==> src/design/rwd_consts.svh <==
// Constants of the watchdog clock channel and its processor-side sequencer
`ifndef RWD_CONSTS_SVH
`define RWD_CONSTS_SVH

// ----------------------------------------
// Timing
// ----------------------------------------
`define RWD_CLK_NS 8
`define RWD_RES_1US_NS 1000
`define RWD_RES_10US_NS 10000
`define RWD_RES_100US_NS 100000
`define RWD_RES_1MS_NS 1000000
`define RWD_CYC(ns) (((ns) + `RWD_CLK_NS - 1) / `RWD_CLK_NS)

// ----------------------------------------
// Device register map
// ----------------------------------------
`define RWD_IE_LOCAL 32'h96200020
`define RWD_IE_CPU0 32'h9D000020
`define RWD_IE_CPU1 32'h9D100020
`define RWD_IE_CPU2 32'h9D200020
`define RWD_IE_CPU3 32'h9D300020
`define RWD_CS_CPU0 32'hB2000000
`define RWD_CS_CPU1 32'hB2000008
`define RWD_CS_CPU2 32'hB6000000
`define RWD_CS_CPU3 32'hB6000008
`define RWD_CH_CTRL 32'h96300000
`define RWD_CH_COUNT 32'h96300004
`define RWD_CH_PEND 32'h96300008

// ----------------------------------------
// Fields and reset values
// ----------------------------------------
`define RWD_IE_CLK5_BIT 17
`define RWD_CS_ROUTE_BIT 11
`define RWD_CS_SOFT_RST_BIT 12
`define RWD_CS_FAULT_BIT 13
`define RWD_CTRL_RUN_BIT 0
`define RWD_CTRL_UP_BIT 1
`define RWD_CTRL_RELOAD_BIT 2
`define RWD_CTRL_ARM_BIT 3
`define RWD_CTRL_RES_LSB 4
`define RWD_IE_RESET 32'h00020000
`define RWD_CS_RESET 16'h0000
`define RWD_CTRL_RESET 8'h08
`define RWD_CTRL_WATCHDOG 32'h00000031
`define RWD_CTRL_ORDINARY 32'h00000008
`define RWD_TERM_UP 16'hFFFF
`define RWD_TERM_DOWN 16'h0000
`define RWD_SOFT_RST_VECTOR 32'h00000100

// ----------------------------------------
// Sequencer APB map and command codes
// ----------------------------------------
`define RWD_A_CMD 8'h00
`define RWD_A_ADDR 8'h04
`define RWD_A_WDATA 8'h08
`define RWD_A_RDATA 8'h0C
`define RWD_A_STATUS 8'h10
`define RWD_A_IRQ_STAT 8'h14
`define RWD_A_IRQ_MASK 8'h18
`define RWD_A_LOAD 8'h1C
`define RWD_A_SAVE 8'h20
`define RWD_A_VECTOR 8'h24
`define RWD_CMD_READ 3'h1
`define RWD_CMD_WRITE 3'h2
`define RWD_CMD_START 3'h3
`define RWD_CMD_STOP 3'h4
`define RWD_CMD_KICK 3'h5

`endif

==> src/design/rwd_pkg.sv <==
// Types shared by the watchdog channel and its processor-side sequencer
package rwd_pkg;

    typedef enum logic [3:0] {
        ST_IDLE, ST_RAW, ST_IE_RD, ST_IE_WR, ST_CS_RD, ST_CS_WR,
        ST_CNT_WR, ST_CTL_WR, ST_H_RD, ST_H_FAULT_WR, ST_H_SR_WR
    } rwd_state_t;

    typedef enum logic [1:0] {MD_START, MD_STOP, MD_KICK} rwd_mode_t;

    typedef struct packed {
        logic [19:0] prescale;
        logic [15:0] count;
        logic [15:0] reload;
        logic active;
        logic timeout;
    } rwd_cnt_st_t;

    typedef struct packed {
        logic [3:0][31:0] ie;
        logic [3:0][15:0] cs;
        logic [7:0] ctrl;
        logic [31:0] pend;
        logic ack;
        logic [31:0] rdata;
    } rwd_dev_st_t;

    typedef struct packed {
        rwd_state_t state;
        rwd_mode_t mode;
        logic raw_we;
        logic [31:0] raw_addr;
        logic [31:0] raw_wdata;
        logic [31:0] addr;
        logic we;
        logic [31:0] wdata;
        logic [31:0] data;
        logic [15:0] load;
        logic [2:0] irq_stat;
        logic [2:0] irq_mask;
        logic [31:0] save;
        logic [31:0] vector;
        logic srst_prev;
        logic hpend;
        logic [31:0] prdata;
    } rwd_cpu_st_t;

endpackage

==> src/design/rwd_if.sv <==
// Register access and soft-reset link between processor and watchdog channel
`timescale 1ns/1ns
`default_nettype none

interface rwd_if;
    logic req;
    logic we;
    logic [31:0] addr;
    logic [31:0] wdata;
    logic [31:0] rdata;
    logic ack;
    logic soft_reset_request;

    modport dev (
        input req,
        input we,
        input addr,
        input wdata,
        output rdata,
        output ack,
        output soft_reset_request
    );

    modport cpu (
        output req,
        output we,
        output addr,
        output wdata,
        input rdata,
        input ack,
        input soft_reset_request
    );
endinterface

`default_nettype wire

==> src/design/rwd_cpu.sv <==
// Processor side: APB-driven watchdog setup sequencer and soft-reset handler
//
// Behaviour
// RQ1 - Only board-zero clock five acts as watchdog
// RQ2 - Time-out feeds interrupt logic and status register
// RQ3 - Software disarms the channel's interrupt level
// RQ4 - Routed time-out raises soft-reset request
// RQ5 - Request saves state, starts handler at vector
// RQ6 - Handler clears fault, then soft-reset bit
// RQ7 - Watchdog runs default mode, 1 ms per count
// RQ8 - Enable bit 17 masks clock interrupt
// RQ9 - Change bit 17 only, by read-modify-write
// RQ10 - Set bit 17 again when done
// RQ11 - Status bit 11 routes time-out, set by RMW
// RQ12 - Clear status bit 11 when done
// RQ13 - Program count and rate before use
// RQ14 - Counter counts to 0 or 65535, optional reload
// RQ15 - Terminal count gives one time-out; rewrite prevents
//
// Local design decision: the APB register port.
`timescale 1ns/1ns
`default_nettype none
`include "rwd_consts.svh"

module rwd_cpu import rwd_pkg::*; (
    input wire logic core_clk,
    input wire logic reset,
    input wire logic psel,
    input wire logic penable,
    input wire logic pwrite,
    input wire logic [7:0] paddr,
    input wire logic [31:0] pwdata,
    output logic [31:0] prdata,
    output logic pready,
    output logic pslverr,
    output logic irq,
    output logic [31:0] save_restore_regs,
    rwd_if.cpu bus
);

    rwd_cpu_st_t cpu_reg;
    rwd_cpu_st_t cpu_next;
    logic wr_en;
    logic srst_rise;

    function automatic logic [31:0] apb_read(input rwd_cpu_st_t q, input logic [7:0] a);
        case (a)
            `RWD_A_ADDR: apb_read = q.raw_addr;
            `RWD_A_WDATA: apb_read = q.raw_wdata;
            `RWD_A_RDATA: apb_read = q.data;
            `RWD_A_STATUS: apb_read = {30'h00000000, q.hpend, q.state != ST_IDLE};
            `RWD_A_IRQ_STAT: apb_read = {29'h00000000, q.irq_stat};
            `RWD_A_IRQ_MASK: apb_read = {29'h00000000, q.irq_mask};
            `RWD_A_LOAD: apb_read = {16'h0000, q.load};
            `RWD_A_SAVE: apb_read = q.save;
            `RWD_A_VECTOR: apb_read = q.vector;
            default: apb_read = 32'h00000000;
        endcase
    endfunction

    assign wr_en = psel && penable && pwrite;
    // Same clock as the device, so no synchroniser is needed
    assign srst_rise = bus.soft_reset_request && !cpu_reg.srst_prev;

    always_comb begin
        logic [31:0] w;
        logic [2:0] cmd;
        logic done;
        w = 32'h00000000;
        cmd = 3'h0;
        done = 1'b0;
        cpu_next = cpu_reg;
        cpu_next.srst_prev = bus.soft_reset_request;

        // ----------------------------------------
        // APB slave
        // ----------------------------------------
        if (psel && !penable) begin
            cpu_next.prdata = apb_read(cpu_reg, paddr);
        end
        if (wr_en) begin
            case (paddr)
                `RWD_A_CMD: cmd = pwdata[2:0];
                `RWD_A_ADDR: cpu_next.raw_addr = pwdata;
                `RWD_A_WDATA: cpu_next.raw_wdata = pwdata;
                `RWD_A_IRQ_STAT: cpu_next.irq_stat = cpu_reg.irq_stat & ~pwdata[2:0];
                `RWD_A_IRQ_MASK: cpu_next.irq_mask = pwdata[2:0];
                `RWD_A_LOAD: cpu_next.load = pwdata[15:0];
                default: begin
                end
            endcase
        end

        // ----------------------------------------
        // Soft-reset capture
        // ----------------------------------------
        if (srst_rise) begin
            cpu_next.save = cpu_reg.addr; // RQ5
            cpu_next.vector = `RWD_SOFT_RST_VECTOR; // RQ5
            cpu_next.hpend = 1'b1;
            cpu_next.irq_stat[1] = 1'b1;
        end

        // ----------------------------------------
        // Sequencer
        // ----------------------------------------
        case (cpu_reg.state)
            ST_IDLE: begin
                // A pending handler outranks a new command, which is then dropped
                if (cpu_reg.hpend || srst_rise) begin
                    cpu_next.hpend = 1'b0;
                    cpu_next.state = ST_H_RD; // RQ5
                end else if (cmd == `RWD_CMD_READ || cmd == `RWD_CMD_WRITE) begin
                    cpu_next.raw_we = (cmd == `RWD_CMD_WRITE);
                    cpu_next.state = ST_RAW;
                end else if (cmd == `RWD_CMD_START) begin
                    cpu_next.mode = MD_START;
                    cpu_next.state = ST_IE_RD; // RQ9
                end else if (cmd == `RWD_CMD_STOP) begin
                    cpu_next.mode = MD_STOP;
                    cpu_next.state = ST_CTL_WR;
                end else if (cmd == `RWD_CMD_KICK) begin
                    cpu_next.mode = MD_KICK;
                    cpu_next.state = ST_CNT_WR; // RQ15
                end
            end
            ST_RAW: begin
                if (bus.ack) begin
                    cpu_next.data = bus.rdata;
                    cpu_next.state = ST_IDLE;
                    done = 1'b1;
                end
            end
            ST_IE_RD: begin
                if (bus.ack) begin
                    cpu_next.data = bus.rdata; // RQ9
                    cpu_next.state = ST_IE_WR;
                end
            end
            ST_IE_WR: begin
                if (bus.ack) begin
                    cpu_next.state = ST_CS_RD;
                end
            end
            ST_CS_RD: begin
                if (bus.ack) begin
                    cpu_next.data = bus.rdata; // RQ11
                    cpu_next.state = ST_CS_WR;
                end
            end
            ST_CS_WR: begin
                if (bus.ack) begin
                    cpu_next.state = (cpu_reg.mode == MD_START) ? ST_CNT_WR : ST_IDLE;
                    done = (cpu_reg.mode != MD_START);
                end
            end
            ST_CNT_WR: begin
                if (bus.ack) begin
                    cpu_next.state = (cpu_reg.mode == MD_KICK) ? ST_IDLE : ST_CTL_WR;
                    done = (cpu_reg.mode == MD_KICK);
                end
            end
            ST_CTL_WR: begin
                if (bus.ack) begin
                    cpu_next.state = (cpu_reg.mode == MD_STOP) ? ST_IE_RD : ST_IDLE;
                    done = (cpu_reg.mode != MD_STOP);
                end
            end
            ST_H_RD: begin
                if (bus.ack) begin
                    cpu_next.data = bus.rdata;
                    // Without the fault flag the cause was not the watchdog
                    cpu_next.state = bus.rdata[`RWD_CS_FAULT_BIT] ? ST_H_FAULT_WR : ST_IDLE; // RQ6
                end
            end
            ST_H_FAULT_WR: begin
                if (bus.ack) begin
                    cpu_next.state = ST_H_SR_WR; // RQ6
                end
            end
            ST_H_SR_WR: begin
                if (bus.ack) begin
                    cpu_next.state = ST_IDLE;
                    cpu_next.irq_stat[2] = 1'b1;
                end
            end
            default: cpu_next.state = ST_IDLE;
        endcase
        if (done) begin
            cpu_next.irq_stat[0] = 1'b1;
        end

        // ----------------------------------------
        // Bus operation of the next state
        // ----------------------------------------
        w = cpu_next.data;
        cpu_next.we = 1'b1;
        case (cpu_next.state)
            ST_RAW: begin
                cpu_next.addr = cpu_next.raw_addr;
                cpu_next.we = cpu_next.raw_we;
                w = cpu_next.raw_wdata;
            end
            ST_IE_RD: begin
                cpu_next.addr = `RWD_IE_CPU0;
                cpu_next.we = 1'b0;
            end
            ST_IE_WR: begin
                cpu_next.addr = `RWD_IE_CPU0;
                // Cleared while watching, set again on stop
                w[`RWD_IE_CLK5_BIT] = (cpu_next.mode != MD_START); // RQ8 RQ9 RQ10
            end
            ST_CS_RD: begin
                cpu_next.addr = `RWD_CS_CPU0;
                cpu_next.we = 1'b0;
            end
            ST_CS_WR: begin
                cpu_next.addr = `RWD_CS_CPU0;
                w[`RWD_CS_ROUTE_BIT] = (cpu_next.mode == MD_START); // RQ11 RQ12
            end
            ST_CNT_WR: begin
                cpu_next.addr = `RWD_CH_COUNT;
                w = {16'h0000, cpu_next.load}; // RQ13
            end
            ST_CTL_WR: begin
                cpu_next.addr = `RWD_CH_CTRL;
                // Watchdog: down count, 1 ms, no reload, interrupt level disarmed
                w = (cpu_next.mode == MD_STOP) ? `RWD_CTRL_ORDINARY : `RWD_CTRL_WATCHDOG; // RQ3 RQ7 RQ13
            end
            ST_H_RD: begin
                cpu_next.addr = `RWD_CS_CPU0;
                cpu_next.we = 1'b0;
            end
            ST_H_FAULT_WR: begin
                cpu_next.addr = `RWD_CS_CPU0;
                w[`RWD_CS_FAULT_BIT] = 1'b0; // RQ6
            end
            ST_H_SR_WR: begin
                cpu_next.addr = `RWD_CS_CPU0;
                w[`RWD_CS_FAULT_BIT] = 1'b0;
                w[`RWD_CS_SOFT_RST_BIT] = 1'b0; // RQ6
            end
            default: cpu_next.we = 1'b0;
        endcase
        cpu_next.wdata = w;
    end

    always_ff @(posedge core_clk) begin
        if (reset) begin
            cpu_reg <= '0;
        end else begin
            cpu_reg <= cpu_next;
        end
    end

    assign prdata = cpu_reg.prdata;
    assign pready = 1'b1;
    assign pslverr = 1'b0;
    assign irq = |(cpu_reg.irq_stat & cpu_reg.irq_mask);
    assign save_restore_regs = cpu_reg.save;
    assign bus.req = (cpu_reg.state != ST_IDLE);
    assign bus.we = cpu_reg.we;
    assign bus.addr = cpu_reg.addr;
    assign bus.wdata = cpu_reg.wdata;

endmodule

`default_nettype wire

==> src/flat_wrapper.sv <==
// flat-port wrapper written by rule: the top's interface ports become plain ports
module rwd_cpu_flat import rwd_pkg::*;
  (core_clk, reset, psel, penable, pwrite, paddr, pwdata, prdata, pready, pslverr, irq, save_restore_regs, bus_req, bus_we, bus_addr, bus_wdata, bus_rdata, bus_ack, bus_soft_reset_request);
  rwd_if bus_i ();
  input wire logic core_clk;
  input wire logic reset;
  input wire logic psel;
  input wire logic penable;
  input wire logic pwrite;
  input wire logic [7:0] paddr;
  input wire logic [31:0] pwdata;
  output logic [31:0] prdata;
  output logic pready;
  output logic pslverr;
  output logic irq;
  output logic [31:0] save_restore_regs;
  output wire logic [$bits(bus_i.req)-1:0] bus_req;
  output wire logic [$bits(bus_i.we)-1:0] bus_we;
  output wire logic [$bits(bus_i.addr)-1:0] bus_addr;
  output wire logic [$bits(bus_i.wdata)-1:0] bus_wdata;
  input wire logic [$bits(bus_i.rdata)-1:0] bus_rdata;
  input wire logic [$bits(bus_i.ack)-1:0] bus_ack;
  input wire logic [$bits(bus_i.soft_reset_request)-1:0] bus_soft_reset_request;
  assign bus_req = bus_i.req;
  assign bus_we = bus_i.we;
  assign bus_addr = bus_i.addr;
  assign bus_wdata = bus_i.wdata;
  assign bus_i.rdata = bus_rdata;
  assign bus_i.ack = bus_ack;
  assign bus_i.soft_reset_request = bus_soft_reset_request;
  rwd_cpu u_core (.core_clk(core_clk), .reset(reset), .psel(psel), .penable(penable), .pwrite(pwrite), .paddr(paddr), .pwdata(pwdata), .prdata(prdata), .pready(pready), .pslverr(pslverr), .irq(irq), .save_restore_regs(save_restore_regs), .bus(bus_i));
endmodule
==> config.mk <==
export PLATFORM = sky130hd
export DESIGN_NAME = rwd_cpu_flat
export DESIGN_NICKNAME = d
export VERILOG_FILES = /design/src/design/rwd_pkg.sv /design/src/design/rwd_if.sv /design/src/design/rwd_cpu.sv /design/src/flat_wrapper.sv
export VERILOG_INCLUDE_DIRS = /design/src /design/src/design
export SDC_FILE = /design/constraint.sdc
export NUM_CORES = 1
export LEC_CHECK = 0
export BUFFER_PORTS_ARGS = -buffer_cell sky130_fd_sc_hd__buf_2
export CORE_MARGIN = 10
export CORE_UTILIZATION = 40
export DETAILED_ROUTE_END_ITERATION = 10
export SLEW_MARGIN = 20
export SYNTH_ARGS = -nofsm -noshare
export SYNTH_HDL_FRONTEND = slang
export SYNTH_SLANG_ARGS = --single-unit
==> constraint.sdc <==
create_clock -name core_clk -period 4.15 [get_ports core_clk]
set_input_delay 0.83 -clock core_clk [delete_from_list [all_inputs] [get_ports core_clk]]
set_output_delay 0.83 -clock core_clk [all_outputs]
set_load 0.05 [all_outputs]
# [After elaboration in Yosys (flattened, before gate mapping)]
# Index checks and enable logic that the tools add are counted.
[word_totals] input_bits=79 out_inout_bits=133 wordCells=147 reg_bits=257
[op_classes] n_reduce_logical=30 bitwise=3 n_eq_ne=38 muxes=57
[ops] operator="$pmux 32 s9" n=1
[ops] operator="$pmux 32 s5" n=1
[ops] operator="$mux 32" n=4
[ops] operator="$mux 64" n=1
[ops] operator="$mux 4" n=12
[ops] operator="$pmux 14 s3" n=1
[ops] operator="$pmux 4 s10" n=1
[ops] operator="$pmux 11 s3" n=1
[ops] operator="$eq 4x3->1 const B" n=8
[ops] operator="$eq 8x5->1 const B" n=4
[ops] operator="$eq 4x4->1 const B" n=6
[ops] operator="$mux 3" n=8
[ops] operator="$mux 6" n=4
[ops] operator="$mux 22" n=1
[ops] operator="$pmux 1 s4" n=5
[ops] operator="$eq 4x2->1 const B" n=4
[ops] operator="$eq 8x4->1 const B" n=2
[ops] operator="$eq 8x6->1 const B" n=2
[ops] operator="$mux 16" n=1
[ops] operator="$mux 1" n=12
[ops] operator="$reduce_bool 2->1" n=6
[ops] operator="$pmux 3 s3" n=1
[ops] operator="$eq 4x1->1 const B" n=2
[ops] operator="$eq 8x3->1 const B" n=1
[ops] operator="other kinds (24)" n=39

# [Longest topological paths before layout]
[logic_depth] depth_word=13 ltp_mapped=11 mapped_depth_nobuf=7

# [Worst setup path before layout]
# OpenSTA, ideal clock, no wires.
[synth_path] path_type="input-to-reg" from="in paddr[1]" to="reg u_core.cpu_reg (netlist bit u_core.bus.addr[10])" cell_stages=7 path_slack_ns=1.144 t_arrival_ns=2.860 setup_time_ns=0.146 n_path_buf=1 t_required_ns=4.004 path_cell_list="nor4_2 -> nand3_1 -> nor3_2 -> nor3_2 -> nand2b_1 -> buf_1 -> a211oi_2"
[synth_via] elab_chain_len=13 word_cells_on_any_way=32 cone_classes="eq/ne (16); mux (11); reduce/logical (5)"
[synth_lines] element="start, declared" line="flat_wrapper.sv:10" rtl="input wire logic [7:0] paddr;"
[synth_lines] element="$logic_not 8->1" line="rwd_cpu.sv:82" rtl="case (paddr)"
[synth_lines] element="$mux 3" line="rwd_cpu.sv:82"
[synth_lines] element="$mux 3" line="rwd_cpu.sv:81" rtl="if (wr_en) begin"
[synth_lines] element="$eq 3x3->1 (no line)"
[synth_lines] element="$mux 6" line="rwd_cpu.sv:122" rtl="end else if (cmd == `RWD_CMD_KICK) begin"
[synth_lines] element="$mux 6" line="rwd_cpu.sv:119" rtl="end else if (cmd == `RWD_CMD_STOP) begin"
[synth_lines] element="$mux 6" line="rwd_cpu.sv:116" rtl="end else if (cmd == `RWD_CMD_START) begin"
[synth_lines] element="$mux 4" line="rwd_cpu.sv:113" rtl="end else if (cmd == `RWD_CMD_READ || cmd == `RWD_CMD_WRITE) begin"
[synth_lines] element="$mux 4" line="rwd_cpu.sv:110" rtl="if (cpu_reg.hpend || srst_rise) begin"
[synth_lines] element="$pmux 4 s10" line="rwd_cpu.sv:107" rtl="case (cpu_reg.state)"
[synth_lines] element="$eq 4x3->1 (tied with other cells)" line="rwd_cpu.sv:198" rtl="case (cpu_next.state)"
[synth_lines] element="$reduce_or 5->1 (no line) or $reduce_or 2->1 (tied branches)"
[synth_lines] element="$pmux 32 s5 or $reduce_bool 5->1 (tied branches)"
[synth_lines] element="end signal, assigned" line="rwd_cpu.sv:252" rtl="cpu_reg <= cpu_next;"
[synth_lines] element="end, declared" line="rwd_cpu.sv:41" rtl="rwd_cpu_st_t cpu_reg;"
# Several ways; a longest one is shown, not always the timed one.
# A chain may end at the register's enable or synchronous reset.

# [Worst setup path in the final report]
[layout_path] from="reg u_core.cpu_reg[284] (netlist name)" to="reg u_core.cpu_reg (netlist bit u_core.bus.wdata[4])"
[layout_via] elab_chain_len=8 word_cells_on_any_way=36 cone_classes="eq/ne (14); mux (19); reduce/logical (3)"
[layout_lines] element="$mux 6" line="rwd_cpu.sv:122"
[layout_lines] element="$mux 6" line="rwd_cpu.sv:119"
[layout_lines] element="$mux 6" line="rwd_cpu.sv:116"
[layout_lines] element="$mux 4" line="rwd_cpu.sv:113"
[layout_lines] element="$mux 4" line="rwd_cpu.sv:110"
[layout_lines] element="$pmux 4 s10" line="rwd_cpu.sv:107"
[layout_lines] element="$eq 4x3->1 or $eq 4x1->1 (tied branches)" line="rwd_cpu.sv:198"
[layout_lines] element="$pmux 11 s3 *" line="rwd_cpu.sv:198"
# Every way passes the cells marked *; elsewhere a longest branch is shown, timed or not.

==> metrics <==
Post-synth EDFFs 0; number of global-route vias before repair 9491; cts hold-fix bufs 0; WP data arrival 3.91 ns; hold endpoint u_core.save_restore_regs[18]; area of the core 28630 sq um; max-cap viol count 0; Pre-Repair DR Iteration Count 5; Routability Congestion 0.8514; synthesized area 11580 sq um; Leakage Power 5.631 nW; Synth warnings 0; post-synthesis cell type count 73; final critical-path share of the clock period 0.8343; Congestion Overflow GR 0; dpl hpwl 26.85 mm; Post-DRT Antenna Nets 0; deepest clock path buffer count 3; final hold vios 0; setup bufs post-CTS 0; critical path, cell by cell or4_1 > or3_4 > nor3_2 > o211ai_1 > o22a_1 > a221oi_1; Max Slew Vio Count 0; syn_nets 1381; Clock Skew 0.01101 ns; critical path class reg -> reg; RR Startpoint u_core.cpu_reg[284]; Final Critical Period 3.463 ns; post-DR wirelength/cell 22.22 microns; pin slew with the least headroom to its limit 1.073 ns; Die H 190.2 microns; Hold Crit Start u_core.bus.addr[18]; slowest CP cell or4_1; clock tree sinks 257; clock root buffer master clkbuf_16; Routed WL 38.91 mm; max reg flops 128; CTS HTree Levels 1; TritonCTS clock tree yes; cts repair resizes 0; Layout area overhead 12.14%; mean post-synth cell area 8.895 sq um; worst r2r path cells 6; VDD IR-drop max 265.4 uV; global-route usage over all layers 0.2056; CP required 4.59 ns; Async SR Flop Fraction 0; Post-route DRC 0; setup TNS 0 ns; FF+latch count, synth 257; Die X-Extent 190.2 microns; Buffers on Ports 209; WHS 0.4712 ns; fin util 0.4537; # diodes 0; main flop type after synthesis dfxtp_1; Starting Density 0.4046; row count 62; synthesized instance count 1302; CP Launch Type flop; Tightest Hold Check Type reg -> reg; first-pass GRT wire length 58.52 mm; top achievable clock speed 0.2888 GHz; worst-path fanout max 14; antenna violations before repair 2; IO Count 212; largest net degree at the start of global routing 70; setup ws final 0.6875 ns; Vias 9715; Final Setup Violations 0; DIE AREA 36160 sq um; layout cells sized above 1 0.2473; hold path cells 2; CTS Buf Count 28; worst slack, placed 0.4815 ns; Clock Pin Slew Worst Setup and Hold Paths 0.06 ns; mean number of vias per cell 5.548; Worst path max stage delay 0.72 ns; slew margin rel. 0.2813; flop-to-flop setup slack 0.69 ns; Final #Nets 1430; PwrDens 440.7 nW/um^2; clk_lat worst skew 0.54 ns; outcome finished, final reports clean; initial DRC count 904; RSZ-0062 raised after global routing false; R2R Path End u_core.bus.wdata[4]; CP Capture Type flop; register area share after synthesis 0.4443
## Yosys cell counts, types with 3 or more instances
master	number	share of area
dfxtp_1	257	0.44
nor2_1	168	0.054
a21oi_1	140	0.061
buf_4	135	0.088
nand2_1	133	0.043
mux2i_1	92	0.080
clkbuf_1	79	0.026
a22oi_1	48	0.031
a211oi_2	20	0.022
a22o_1	18	0.014
o21ai_0	18	0.0078
a222oi_1	16	0.014
nor3_1	11	0.0048
nand3_1	10	0.0043
nor2b_1	9	0.0049
buf_1	8	0.0026
nand2b_1	8	0.0043
o22a_1	8	0.0061
inv_1	7	0.0023
a31oi_1	6	0.0032
nand4_1	6	0.0032
o211ai_1	6	0.0039
a221o_1	5	0.0043
a221oi_1	5	0.0038
a32oi_1	5	0.0038
or3_1	5	0.0027
and3_1	4	0.0022
and4b_1	4	0.0035
a21o_1	3	0.0019
and2_1	3	0.0016
buf_2	3	0.0013
buf_6	3	0.0029
nor4_1	3	0.0016
nor4b_1	3	0.0023
o22ai_1	3	0.0016
## worst max-delay path by stage
stage                                to  cells after the start                start
global route        u_core.bus.wdata[5]                      6  u_core.cpu_reg[284]
detailed placement  u_core.bus.wdata[5]                      8             paddr[1]
global placement    u_core.bus.wdata[4]                      8             paddr[1]
floorplan           u_core.bus.addr[10]                      7             paddr[1]
CTS                 u_core.bus.wdata[4]                      6  u_core.cpu_reg[284]
finish              u_core.bus.wdata[4]                      6  u_core.cpu_reg[284]
## cells in the final DEF (no fill, tap or decap), types with 6 or more instances in the layout
cell,instances
nor2b_1,8
clkbuf_1,6
buf_4,35
nor3_1,11
nand4_1,6
inv_1,7
mux2i_1,92
o22a_1,8
a22o_1,18
a211oi_2,20
a31oi_1,6
nor2_1,168
nand2_1,131
nand3_1,10
o211ai_1,6
dfxtp_1,257
o21ai_0,18
a22oi_1,48
buf_2,208
clkbuf_16,29
a222oi_1,16
a21oi_1,140
## power by group
part	switching, mW	internal [mW]
Clock	1.01	1.48
Combinational	0.466	0.179
Sequential	0.0556	2.53
Total	1.53	4.19
## critical path, delay by kind of cell, from the launching register on
family	cells	cell delay [ns]
DFF	1	0.44
and+or+nand+nor	3	1.75
AOI/OAI and AO/OA	3	1.17
## area by class of cell
| class | count | area (sq um) |
|---|---|---|
| fillers | 2857 | 15640 |
| flip-flops and latches | 257 | 5145 |
| multi-input cells | 810 | 5056 |
| repair buffers | 247 | 1375 |
| clock buffers | 40 | 817.0 |
| well taps | 384 | 480.5 |
| clock inverters | 6 | 87.58 |
| inverters | 7 | 26.28 |
## routing by layer
metal  track usage  share of wire
met1        0.2702           0.44
met2        0.3309           0.46
met3       0.04302          0.072
met4       0.06511          0.030
met5             0        0.00069
## kinds of logic after synthesis
| logic type | after synthesis | share of synthesized area |
|---|---|---|
| mux | 94 | 0.08146 |
| xor+xnor | 2 | 0.001513 |
| buf+inv | 235 | 0.1222 |
| compound gates | 328 | 0.2021 |
| flops | 257 | 0.4443 |
| simple gates | 384 | 0.1478 |
| other cells | 2 | 0.0006485 |
## metrics by stage
step	power [mW]	instance area [sq um]	std cells
finish	5.724	12990	1751
global route	5.916	12990	1751
CTS	5.761	12990	1751
detailed placement	3.285	12080	1705
global placement	3.281	12080	1705
floorplan	3.115	11580	1302
No activity file was read; power rests on OpenSTA's default activity.
